--- src/tpw_pkg.sv ---
// Shared constants and types for the six-channel PWM timer
package tpw_pkg;

    localparam int NCH = 6;
    localparam int NPAIR = 3;

    // Register byte offsets
    localparam logic [7:0] A_MAIN = 8'h00;
    localparam logic [7:0] A_CNT_HI = 8'h01;
    localparam logic [7:0] A_CNT_LO = 8'h02;
    localparam logic [7:0] A_MOD_HI = 8'h03;
    localparam logic [7:0] A_MOD_LO = 8'h04;
    localparam logic [7:0] A_CH_BASE = 8'h05;
    localparam logic [7:0] A_CH_STRIDE = 8'h03;
    localparam logic [7:0] A_OFS_VAL_HI = 8'h01;
    localparam logic [7:0] A_OFS_VAL_LO = 8'h02;

    // Main control bit positions
    localparam int B_OVF = 7;
    localparam int B_OIE = 6;
    localparam int B_HALT = 5;
    localparam int B_CLR = 4;
    localparam int B_PS_HI = 2;

    // Channel control bit positions
    localparam int B_FLAG = 7;
    localparam int B_IE = 6;
    localparam int B_BUF = 5;
    localparam int B_UNBUF = 4;
    localparam int B_ACT_HI = 3;
    localparam int B_ACT_LO = 2;
    localparam int B_TOV = 1;
    localparam int B_FULL = 0;

    // Reset values
    localparam logic HALT_RST = 1'b1;
    localparam logic [15:0] MOD_RST = 16'hFFFF;
    localparam logic [15:0] CNT_RST = 16'h0000;
    localparam logic [6:0] CFG_RST = 7'h00;
    localparam logic [7:0] ZERO8 = 8'h00;

    // Prescaler selection
    localparam logic [2:0] PS_EXT = 3'h7;
    localparam logic [5:0] DIV_ALL = 6'h3F;

    // Compare action, two-bit field
    typedef enum logic [1:0] {
        ACT_NONE = 2'b00,
        ACT_TOGGLE = 2'b01,
        ACT_CLEAR = 2'b10,
        ACT_SET = 2'b11
    } tpw_act_t;

    // Mode select, buffered bit over unbuffered bit
    typedef enum logic [1:0] {
        MODE_CAPTURE = 2'b00,
        MODE_UNBUF = 2'b01,
        MODE_BUF = 2'b10,
        MODE_BUF_OVR = 2'b11
    } tpw_mode_t;

endpackage : tpw_pkg

--- src/tpw_prescale.sv ---
// Counter clock prescaler: internal divider or external clock edges
`timescale 1ns/1ps
module tpw_prescale (
    input wire logic clk, // System clock
    input wire logic reset_n, // Synchronous reset, active low
    input wire logic clr, // Clears divider
    input wire logic run, // Counter allowed to advance
    input wire logic [2:0] ps, // Prescale select
    input wire logic ext_rise, // Synchronised external clock edge
    output logic tick // One-cycle count enable
);

    logic [5:0] div;
    logic [5:0] mask;

    // Divider only advances while running, so stop freezes it too
    always_ff @(posedge clk) begin
        if (!reset_n || clr) begin
            div <= 6'h00;
        end else if (run) begin
            div <= div + 6'h01;
        end
    end

    // Mask of low ones selects divide by two to the ps
    always_comb begin
        mask = 6'(DIV_SHIFT(ps));
        if (ps == tpw_pkg::PS_EXT) begin
            tick = run & ext_rise;
        end else begin
            tick = run & ((div & mask) == mask);
        end
    end

    function automatic logic [5:0] DIV_SHIFT(input logic [2:0] s);
        DIV_SHIFT = ~(tpw_pkg::DIV_ALL << s);
    endfunction : DIV_SHIFT

endmodule : tpw_prescale

--- src/tpw_timer.sv ---
// Six-channel PWM timer with buffered channel pairs
// How it works
// RL1: Writing channel 5 while linked makes it govern width from next period.
// RL2: At each overflow a linked pair uses whichever channel was written last.
// RL3: Linked odd channel pin is released and its control register is unused.
// RL4: Software should not rewrite the active channel; that acts unbuffered.
// RL5: Software first halts the counter, then clears counter and prescaler.
// RL6: Software then loads the period modulo, then channel pulse widths.
// RL7: Mode field 0:1 selects unbuffered compare, 1:0 buffered compare.
// RL8: Software sets toggle-on-overflow so output inverts at each overflow.
// RL9: Action field 1:0 clears on compare, 1:1 sets on compare.
// RL10: Software should never use toggle on compare for PWM.
// RL11: Last step: software clears the halt bit to start counting.
// RL12: On even channels the buffered bit overrides the unbuffered bit.
// RL13: Linked even channel value starts first; its control reports the pair.
// RL14: With overflow toggle clear, output only changes by compare re-forcing.
// RL15: Full-duty bit with overflow toggle clear holds output at one.
// RL16: Overflow flag sets on rollover to zero; irq only when enabled.
// RL17: Channel flags set on capture or compare; irq only when enabled.
// RL18: In wait mode timer runs, registers inaccessible, irqs still raised.
// RL19: In stop mode timer and registers freeze, resuming afterwards.
// RL20: Break freezes the counter and blocks input captures.
// RL21: With break-clear enabled, flags cleared in break stay cleared.
// RL22: Otherwise break accesses leave flags; a pre-break armed clear completes after break.
// RL23: Period is overflow to overflow; width is overflow to compare match.
`timescale 1ns/1ps
module tpw_timer (
    input wire logic clk, // System clock, 125 MHz
    input wire logic reset_n, // Synchronous reset, active low
    input wire logic [7:0] addr, // Register address
    input wire logic [7:0] wdata, // Write data
    input wire logic wr_en, // Write strobe
    input wire logic rd_en, // Read strobe
    output logic [7:0] rdata, // Read data, cycle after strobe
    input wire logic ext_timer_clock, // External counter clock pin
    input wire logic [5:0] cap_in, // Channel pins as capture inputs
    output logic [5:0] ch_out, // Channel pin output level
    output logic [5:0] ch_oe, // Channel pin output enable
    input wire logic wait_mode, // Processor in wait mode
    input wire logic stop_mode, // Processor in stop mode
    input wire logic break_active, // Break state
    input wire logic break_clear_enable, // Flags clearable in break
    output logic ovf_irq, // Overflow interrupt request
    output logic [5:0] ch_irq // Channel interrupt requests
);

    localparam int N = tpw_pkg::NCH;

    logic [2:0] ext_sync;
    logic [5:0] cap_s1, cap_s2, cap_s3;
    logic wr_ok, rd_ok, clr_ok, run, tick, step, wrap, ovf_ev;
    logic ovf_flag, ovf_armed, ovf_irq_en, counter_halt, cnt_clr;
    logic [2:0] ps;
    logic [15:0] cnt, period_modulo, cmp_val [N];
    logic [7:0] mod_hi_buf, cnt_lo_hold;
    logic mod_pending, cnt_latched;
    logic [6:0] channel_ctrl [N];
    logic [15:0] channel_value [N];
    logic [7:0] val_hi_buf [N];
    logic [N-1:0] channel_event_flag, ch_armed, val_commit, cmp_ev, cap_ev;
    logic [N-1:0] out_mode;
    logic [tpw_pkg::NPAIR-1:0] pair_link, active_odd, last_odd;
    logic [7:0] next_rdata;

    // Registers shut off from the processor in wait mode [RL18]
    assign wr_ok = wr_en & ~wait_mode;
    assign rd_ok = rd_en & ~wait_mode;
    // Break protects flags unless clearing is allowed [RL21] [RL22]
    assign clr_ok = ~break_active | break_clear_enable;

    // Pin inputs pass two flops; third stage only for edge detect.
    // No reset: zeroing them would fake an edge on idle-high pins
    always_ff @(posedge clk) begin
        ext_sync <= {ext_sync[1:0], ext_timer_clock};
        cap_s1 <= cap_in;
        cap_s2 <= cap_s1;
        cap_s3 <= cap_s2;
    end

    // Halt, stop and break all freeze the count [RL19] [RL20]
    assign run = ~counter_halt & ~stop_mode & ~break_active;
    assign cnt_clr = wr_ok && addr == tpw_pkg::A_MAIN && wdata[tpw_pkg::B_CLR];

    tpw_prescale u_prescale (
        .clk(clk),
        .reset_n(reset_n),
        .clr(cnt_clr),
        .run(run),
        .ps(ps),
        .ext_rise(ext_sync[1] & ~ext_sync[2]),
        .tick(tick)
    );

    assign step = run & tick;
    // Rollover at the modulo value marks each period [RL23]
    assign wrap = step && cnt == period_modulo;
    // High-byte write of the modulo holds off the flag
    assign ovf_ev = wrap & ~mod_pending; // [RL16]

    // Counter, cleared by the write-only clear bit
    always_ff @(posedge clk) begin
        if (!reset_n || cnt_clr) begin
            cnt <= tpw_pkg::CNT_RST;
        end else if (wrap) begin
            cnt <= tpw_pkg::CNT_RST; // [RL16] [RL23]
        end else if (step) begin
            cnt <= cnt + 16'h0001;
        end
    end

    // Main control fields
    always_ff @(posedge clk) begin
        if (!reset_n) begin
            counter_halt <= tpw_pkg::HALT_RST;
            ovf_irq_en <= 1'b0;
            ps <= 3'h0;
        end else if (wr_ok && addr == tpw_pkg::A_MAIN) begin
            counter_halt <= wdata[tpw_pkg::B_HALT];
            ovf_irq_en <= wdata[tpw_pkg::B_OIE];
            ps <= wdata[tpw_pkg::B_PS_HI:0];
        end
    end

    // Overflow flag, two-step clear; a new overflow wins over the clear
    always_ff @(posedge clk) begin
        if (!reset_n) begin
            ovf_flag <= 1'b0;
            ovf_armed <= 1'b0;
        end else if (ovf_ev) begin
            ovf_flag <= 1'b1; // [RL16]
            ovf_armed <= 1'b0;
        end else if (wr_ok && clr_ok && addr == tpw_pkg::A_MAIN
                     && ovf_armed && !wdata[tpw_pkg::B_OVF]) begin
            ovf_flag <= 1'b0; // [RL21] [RL22]
            ovf_armed <= 1'b0;
        end else if (rd_ok && clr_ok && addr == tpw_pkg::A_MAIN
                     && ovf_flag) begin
            ovf_armed <= 1'b1; // [RL22]
        end
    end

    // Modulo, committed as a whole word on the low byte
    always_ff @(posedge clk) begin
        if (!reset_n) begin
            period_modulo <= tpw_pkg::MOD_RST;
            mod_hi_buf <= tpw_pkg::ZERO8;
            mod_pending <= 1'b0;
        end else if (wr_ok && addr == tpw_pkg::A_MOD_HI) begin
            mod_hi_buf <= wdata;
            mod_pending <= 1'b1;
        end else if (wr_ok && addr == tpw_pkg::A_MOD_LO) begin
            period_modulo <= {mod_hi_buf, wdata};
            mod_pending <= 1'b0;
        end
    end

    // Reading the count high byte latches the low byte for a clean pair
    always_ff @(posedge clk) begin
        if (!reset_n) begin
            cnt_lo_hold <= tpw_pkg::ZERO8;
            cnt_latched <= 1'b0;
        end else if (rd_ok && addr == tpw_pkg::A_CNT_HI && !cnt_latched) begin
            cnt_lo_hold <= cnt[7:0];
            cnt_latched <= 1'b1;
        end else if (rd_ok && addr == tpw_pkg::A_CNT_LO) begin
            cnt_latched <= 1'b0;
        end
    end

    genvar gi;
    generate
        for (gi = 0; gi < N; gi++) begin : g_ch
            localparam int P = gi / 2;
            localparam logic [7:0] A_CTL =
                8'(tpw_pkg::A_CH_BASE + tpw_pkg::A_CH_STRIDE * 8'(gi));
            localparam logic [7:0] A_VH = 8'(A_CTL + tpw_pkg::A_OFS_VAL_HI);
            localparam logic [7:0] A_VL = 8'(A_CTL + tpw_pkg::A_OFS_VAL_LO);
            logic odd_linked;
            logic [1:0] act;
            logic cap_edge;

            if (gi % 2 == 0) begin : g_even
                // Buffered bit alone decides linking [RL12]
                assign pair_link[P] = channel_ctrl[gi][tpw_pkg::B_BUF];
                assign odd_linked = 1'b0;
                // Active value of the pair; even one first [RL13] [RL1]
                assign cmp_val[gi] = (pair_link[P] && active_odd[P]) ?
                    channel_value[gi+1] : channel_value[gi];

                // Last-written member of a linked pair
                always_ff @(posedge clk) begin
                    if (!reset_n || !pair_link[P]) begin
                        last_odd[P] <= 1'b0;
                    end else if (val_commit[gi+1]) begin
                        last_odd[P] <= 1'b1; // [RL1]
                    end else if (val_commit[gi]) begin
                        last_odd[P] <= 1'b0; // [RL2]
                    end
                end

                // Switch source only at a period boundary
                always_ff @(posedge clk) begin
                    if (!reset_n || !pair_link[P]) begin
                        active_odd[P] <= 1'b0; // [RL13]
                    end else if (wrap) begin
                        active_odd[P] <= last_odd[P]; // [RL1] [RL2]
                    end
                end
            end else begin : g_odd
                // Odd member idle while its pair is linked [RL3]
                assign odd_linked = pair_link[P];
                assign cmp_val[gi] = channel_value[gi];
            end

            // Either mode bit selects compare output [RL7]
            assign out_mode[gi] = (channel_ctrl[gi][tpw_pkg::B_BUF]
                | channel_ctrl[gi][tpw_pkg::B_UNBUF]) & ~odd_linked;
            assign act = channel_ctrl[gi][tpw_pkg::B_ACT_HI:tpw_pkg::B_ACT_LO];
            assign cmp_ev[gi] = step & out_mode[gi] & (cnt == cmp_val[gi]);
            always_comb begin
                unique case (tpw_pkg::tpw_act_t'(act))
                    tpw_pkg::ACT_NONE: cap_edge = 1'b0;
                    tpw_pkg::ACT_TOGGLE: cap_edge = cap_s2[gi] & ~cap_s3[gi];
                    tpw_pkg::ACT_CLEAR: cap_edge = ~cap_s2[gi] & cap_s3[gi];
                    tpw_pkg::ACT_SET: cap_edge = cap_s2[gi] ^ cap_s3[gi];
                endcase
            end
            // Captures blocked by halt, stop and break [RL20]
            assign cap_ev[gi] = cap_edge & run & ~out_mode[gi] & ~odd_linked;
            // Pin released to port logic when not driving [RL3]
            assign ch_oe[gi] = out_mode[gi];
            assign ch_irq[gi] = channel_event_flag[gi]
                & channel_ctrl[gi][tpw_pkg::B_IE]; // [RL17] [RL18]

            // Channel control; odd control ignored while linked [RL3]
            always_ff @(posedge clk) begin
                if (!reset_n) begin
                    channel_ctrl[gi] <= tpw_pkg::CFG_RST;
                end else if (wr_ok && addr == A_CTL && !odd_linked) begin
                    channel_ctrl[gi] <= wdata[6:0];
                end
            end

            // Channel value, captured count or word written low-byte last
            always_ff @(posedge clk) begin
                if (!reset_n) begin
                    channel_value[gi] <= tpw_pkg::CNT_RST;
                    val_hi_buf[gi] <= tpw_pkg::ZERO8;
                end else if (cap_ev[gi]) begin
                    channel_value[gi] <= cnt;
                end else if (wr_ok && addr == A_VH) begin
                    val_hi_buf[gi] <= wdata;
                end else if (val_commit[gi]) begin
                    channel_value[gi] <= {val_hi_buf[gi], wdata};
                end
            end
            assign val_commit[gi] = wr_ok && addr == A_VL && !cap_ev[gi];

            // Event flag with two-step clear; set wins over clear
            always_ff @(posedge clk) begin
                if (!reset_n) begin
                    channel_event_flag[gi] <= 1'b0;
                    ch_armed[gi] <= 1'b0;
                end else if (cmp_ev[gi] || cap_ev[gi]) begin
                    channel_event_flag[gi] <= 1'b1; // [RL17]
                    ch_armed[gi] <= 1'b0;
                end else if (wr_ok && clr_ok && addr == A_CTL
                             && ch_armed[gi] && !wdata[tpw_pkg::B_FLAG]) begin
                    channel_event_flag[gi] <= 1'b0; // [RL21] [RL22]
                    ch_armed[gi] <= 1'b0;
                end else if (rd_ok && clr_ok && addr == A_CTL
                             && channel_event_flag[gi]) begin
                    ch_armed[gi] <= 1'b1; // [RL22]
                end
            end

            // Pin level: full duty, compare action, then overflow toggle
            always_ff @(posedge clk) begin
                if (!reset_n) begin
                    ch_out[gi] <= 1'b0;
                end else if (!channel_ctrl[gi][tpw_pkg::B_TOV]
                             && channel_ctrl[gi][tpw_pkg::B_FULL]) begin
                    ch_out[gi] <= 1'b1; // [RL15]
                end else if (cmp_ev[gi] && act == tpw_pkg::ACT_CLEAR) begin
                    ch_out[gi] <= 1'b0; // [RL9] [RL14]
                end else if (cmp_ev[gi] && act == tpw_pkg::ACT_SET) begin
                    ch_out[gi] <= 1'b1; // [RL9] [RL14]
                end else if (cmp_ev[gi] && act == tpw_pkg::ACT_TOGGLE) begin
                    ch_out[gi] <= ~ch_out[gi];
                end else if (wrap && out_mode[gi]
                             && channel_ctrl[gi][tpw_pkg::B_TOV]) begin
                    ch_out[gi] <= ~ch_out[gi]; // [RL14] [RL23]
                end
            end

        end
    endgenerate

    assign ovf_irq = ovf_flag & ovf_irq_en; // [RL16] [RL18]

    // Read mux; odd control reads zero while linked
    always_comb begin
        next_rdata = tpw_pkg::ZERO8;
        unique case (addr)
            tpw_pkg::A_MAIN: next_rdata = {ovf_flag, ovf_irq_en,
                counter_halt, 2'b00, ps};
            tpw_pkg::A_CNT_HI: next_rdata = cnt[15:8];
            tpw_pkg::A_CNT_LO: next_rdata = cnt_latched ?
                cnt_lo_hold : cnt[7:0];
            tpw_pkg::A_MOD_HI: next_rdata = period_modulo[15:8];
            tpw_pkg::A_MOD_LO: next_rdata = period_modulo[7:0];
            default: begin
                for (int i = 0; i < N; i++) begin
                    if (addr == 8'(tpw_pkg::A_CH_BASE
                        + tpw_pkg::A_CH_STRIDE * 8'(i))) begin
                        next_rdata = (i % 2 == 1 && pair_link[i/2]) ?
                            tpw_pkg::ZERO8 :
                            {channel_event_flag[i], channel_ctrl[i]};
                    end else if (addr == 8'(tpw_pkg::A_CH_BASE
                        + tpw_pkg::A_CH_STRIDE * 8'(i) + 8'h01)) begin
                        next_rdata = channel_value[i][15:8];
                    end else if (addr == 8'(tpw_pkg::A_CH_BASE
                        + tpw_pkg::A_CH_STRIDE * 8'(i) + 8'h02)) begin
                        next_rdata = channel_value[i][7:0];
                    end
                end
            end
        endcase
    end

    // Read data stands only in the cycle after the strobe
    always_ff @(posedge clk) begin
        if (!reset_n) begin
            rdata <= tpw_pkg::ZERO8;
        end else begin
            rdata <= rd_ok ? next_rdata : tpw_pkg::ZERO8;
        end
    end
endmodule : tpw_timer

--- config.mk ---
export PLATFORM = sky130hd
export DESIGN_NAME = tpw_timer
export DESIGN_NICKNAME = d
export VERILOG_FILES = /design/src/tpw_pkg.sv /design/src/tpw_prescale.sv /design/src/tpw_timer.sv
export SDC_FILE = /design/constraint.sdc
export NUM_CORES = 1
export LEC_CHECK = 0
export BUFFER_PORTS_ARGS = -buffer_cell sky130_fd_sc_hd__buf_4
export CORE_ASPECT_RATIO = 1.5
export CORE_MARGIN = 3
export CORE_UTILIZATION = 29
export DETAILED_ROUTE_END_ITERATION = 10
export MAX_ROUTING_LAYER = met4
export SLEW_MARGIN = 10
export SYNTH_ARGS = -nofsm -noshare
export SYNTH_HDL_FRONTEND = slang
export SYNTH_SLANG_ARGS = --single-unit
--- constraint.sdc ---
create_clock -name clk -period 4.3 [get_ports clk]
set_clock_uncertainty 0.2 [all_clocks]
set_input_delay 0.86 -clock clk [delete_from_list [all_inputs] [get_ports clk]]
set_output_delay 0.86 -clock clk [all_outputs]
set_load 0.1 [all_outputs]
Word-level counts from Yosys, hierarchy flattened
Memories as Yosys holds them, arrays and structs flattened. Cells that the tools add are included. W data, S select, Z words.

Memories: 3. Flip-flop bits (word level): 116. Bits in writable memories: 186. Logic and storage cells: 604. Output and inout bits: 27. Input bits: 31.

Memories: channel_value (depth 6, width 16, rd ports 6, clocked after memory_dff 0, write ports 6, RTL line tpw_timer.sv:58) `logic [15:0] channel_value [N];`; val_hi_buf (depth 6, width 8, rd ports 6, clocked after memory_dff 0, write ports 6, RTL line tpw_timer.sv:59) `logic [7:0] val_hi_buf [N];`; channel_ctrl (depth 6, width 7, rd ports 6, clocked after memory_dff 0, write ports 6, RTL line tpw_timer.sv:57) `logic [6:0] channel_ctrl [N];`.

Reductions and logical operators: 174. Equal/unequal tests: 49. Shift operators: 1. Add/sub/neg operators: 2. Muxes and demuxes: 202. Bitwise logic cells: 132.

Operators with widths (count): $mux W16 (15); $mux W8 (28); $mux W1 (146); $eq A16 B16 Y1 (7); $logic_and A1 B1 Y1 (111); $eq A8 B4 Y1 const B (8); $and A1 B1 Y1 (58); $eq A8 B5 Y1 const B (7); $mux W7 (6); $pmux W8 S5 (1); $not A1 Y1 (35); $eq A8 B3 Y1 const B (4); $or A1 B1 Y1 (31); $reduce_bool A5 Y1 (6); $eq A2 B2 Y1 const B (12); $pmux W1 S4 (6); $reduce_bool A2 Y1 (12); $reduce_or A3 Y1 (7); $logic_not A1 Y1 (18); $add A16 B1 Y16 const B (1); $eq A8 B2 Y1 const B (2); $eq A2 B1 Y1 const B (6); $logic_not A2 Y1 (6); $logic_or A1 B1 Y1 (10); other kinds (11) (17).

Longest topological paths before layout
Depth in word-level cells: 20. Gate-level depth with buffers: 11. Gate-level depth less buffers: 8.

Cells and area by module
From an unflattened synthesis, not the netlist that was laid out.

Cell total of the unflattened synthesis: 1661. Area total of the unflattened synthesis: 16373.2 µm².

By module, submodules not included: tpw_timer (times used 1, cells an instance 1624, area each 16055.4 µm², sequential area each 7787.5 µm²); tpw_prescale (times used 1, cells an instance 37, area each 317.8 µm², sequential area each 120.1 µm²).

Worst setup path before layout
OpenSTA, ideal clock, no wires.

Path kind: reg-to-reg. From: memory channel_ctrl[0][5]. To: memory channel_value[1][0], in the netlist channel_value[0][16] (enable). Path buffers: 1. Cell stages (with the launch flop): 6. Path slack: 0.213 ns. Clock period less this slack: 4.087 ns. Arrival: 3.547 ns. Data required time: 3.760 ns. Setup time: 0.340 ns. Path through: edfxtp_1 -> clkbuf_1 -> nor2_1 -> a2111oi_0 -> nor4_1 -> or3b_2.

RTL lines (RTL line): start: declaration (tpw_timer.sv:57); end: declaration (tpw_timer.sv:58).

==> results.txt <==
Share of cells above drive strength 1: 0.137
Die width: 201 um
RSZ-0062 raised after global routing: false
Synth area leader: edfxtp_1
Top post-synthesis cells by area: edfxtp_1 34%, dfxtp_1 14%, a22o_1 5.2%
Drt first pass iters: 6
CP peak stage delay: 800 ps
# IOs: 58
Die area: 60,000 um^2
Antenna violations before repair: 5
Reg area: 7910 um^2
GRT overflow: 0
Core area: 56,100 um^2
Yosys warns: 0
Crit path required time: 4340 ps
Reg power frac: 0.499
Net count after synthesis: 1,764
Number of global-route vias before repair: 14,800
Cts hold-fix bufs: 0
Outcome: finished clean
Clock network fraction of design power: 0.433
Cell area after layout: 19,200 um^2
Syn Inst Count: 1,719
Commonest cells after routing, fill and taps aside: 186 x edfxtp_1, 177 x nand2_1, 164 x buf_4
Setup crit end kind: register
First-pass GRT wire length: 103,000 um
Placed cells: 2,507
Top delay family on crit path: simple AND/OR/NAND/NOR gates
Clock Tree Root: clkbuf_16
DRT antenna net count: 0
Max-Cap Viols: 0
Setup TNS Final: 0 ps
Clock buffer depth: 3
Fillers: 5,672
Hold slack: 129 ps
Post-detailed-route DRC marker count: 0
Layout Area Growth over Synthesis: 16.3%
Chip height: 298 um
IO buf count: 57
Worst vdd ir: 0.279 mV
Max Freq: 0.279 GHz
Area share of the largest cell type after synthesis: 0.338
Number of synthesized flops with an enable pin: 186
Pwr dens: 338 nW/um^2
Final Critical Period: 3580 ps
Internal power: 4.89 mW
Worst skew pair latency: 580 ps
CP Class: in -> reg
Critical path cell sequence: buf_4 > nor4_2 > buf_4 > nand2_1 > or3_1 > nor2_1 > or3b_2
CTS-repair resized insts: 0
DR iter-0 viols: 1,565
Syn Std Cell Area: 16,500 um^2
Core Rows: 106
Final setup fails: 0
Sw power: 1.61 mW
Worst hold start: cap_s1[2]
Final Instance Count excl. Fillers: 2,561
CP max stage cell: nor2_1
CTS tree: built
Crit. Startpoint: addr[7]
Worst path buffer plus inverter count: 2
Slew headroom: 0.221
Total wire length: 72,200 um
Tightest Hold Check Type: reg -> reg
FF+latch count, synth: 302
Combinational fraction of design power: 0.068
Clock transition at path regs: 70 ps
Hpwl dp: 51,700 um
GRT Util Overall: 0.238
Post-synth top flop: edfxtp_1
Largest net degree at the start of global routing: 68
Initial core utilization: 0.295
# H-tree levels: 1
Vias: 15,100
Setup crit start kind: input port
Leakage: 6.87 nW
Post-Syn Area per Cell: 9.62 um^2
Most common cell after layout, fill and taps aside: edfxtp_1
Cell repeated most along the worst path: buf_4
Avg WL per Cell: 28.2 um
Area of the multi-input gates: 7930 um^2
Fin crit share: 0.834
Critical Path AT: 3620 ps
Total Power: 6.50 mW
Fin. Hold Viols: 0
Post-synth cell types: 77
Slew Limit Fails: 0
Sequential-to-total area share from yosys stat: 0.478
Ys async rst share: 0
CP Max Fanout: 17
Sw Ratio: 0.247
Via-to-Cell Ratio: 5.91
CTS Buf Count: 29
Final nets: 1,827
Post-CTS Setup Bufs: 0
Reg2reg start: cnt[2]
RePlAce Congestion: 1.01
Dpl cell area: 18,200 um^2
Worst slew pin tran: 1170 ps
Clock Sinks: 302
## cells by family after synthesis
| kind of cell | count (synthesis) | synth area share |
|---|---|---|
| fa+ha+maj | 14 | 0.0106 |
| flops | 302 | 0.478 |
| simple gates | 651 | 0.204 |
| compound gates | 480 | 0.214 |
| mux | 30 | 0.0188 |
| xor+xnor | 60 | 0.0318 |
| buf+inv | 182 | 0.0429 |
## synth_stat cells (all sizes together) (19+ instances only)
cell	instances
edfxtp	186
mux2i	22
nand2b	42
nor2b	35
and3	46
xor2	31
clkbuf	110
a31oi	19
and2	64
o21ai	55
a21boi	28
a22o	98
nand2	177
a21oi	75
o22ai	26
inv	45
nor3	50
nand4	23
a221oi	25
o221ai	20
buf	22
xnor2	29
nor2	93
nor4	24
dfxtp	116
nand3	54
## through the flow
stage	utilization	worst slack, ps
floorplan	-	213
global placement	0.324	246
detailed placement	0.324	196
CTS	0.343	796
global route	0.343	589
finish	0.343	715
## power groups by stage
stage | sequential (mW) | clock, mW | combinational [mW]
detailed placement | 3.30 | 0 | 0.437
CTS | 3.24 | 2.85 | 0.438
floorplan | 3.28 | 0 | 0.230
global route | 3.24 | 2.95 | 0.466
finish | 3.24 | 2.81 | 0.444
global placement | 3.30 | 0 | 0.435
## path summary, 6_finish.rpt
path | depth (start not counted) | end | slack, ps
worst max-delay path | 7 | channel_value[0][14] | 720
worst min-delay path | 0 | cap_s2[2] | 130
worst max register to register | 9 | ch_out[3] | 750
worst min register to register | 0 | cap_s2[2] | 130
## state kept, by name (all words and copies together), names as in the netlist, 3 cells and up
signal and flops:
channel_value 96, val_hi_buf 48, channel_ctrl 42, cnt 16, period_modulo 16, cnt_lo_hold 8
mod_hi_buf 8, rdata 8, cap_s1 6, cap_s2 6, cap_s3 6, ch_armed 6
ch_out 6, channel_event_flag 6, u_prescale.div 6, active_odd 3, ext_sync 3, last_odd 3
ps 3
## area by class of cell
type,instances,share of cell area
Antenna cell,1,0.000130
Timing Repair Buffer,164,0.0640
Clock inverter,19,0.0140
Tap cell,756,0.0492
Clock buffer,34,0.0392
Sequential cell,302,0.411
Inverter,50,0.00976
Multi-Input combinational cell,1235,0.412
## layer usage
| metal | vias up | routed length (um) | global-route usage |
|---|---|---|---|
| li1 | 6587 | - | - |
| met2 | 855 | 34900 | 0.401 |
| met4 | 0 | 6240 | 0.161 |
| met1 | 7390 | 25700 | 0.260 |
| met3 | 291 | 5390 | 0.0348 |
| met5 | - | 0 | - |
(Power assumes the default switching activity.)
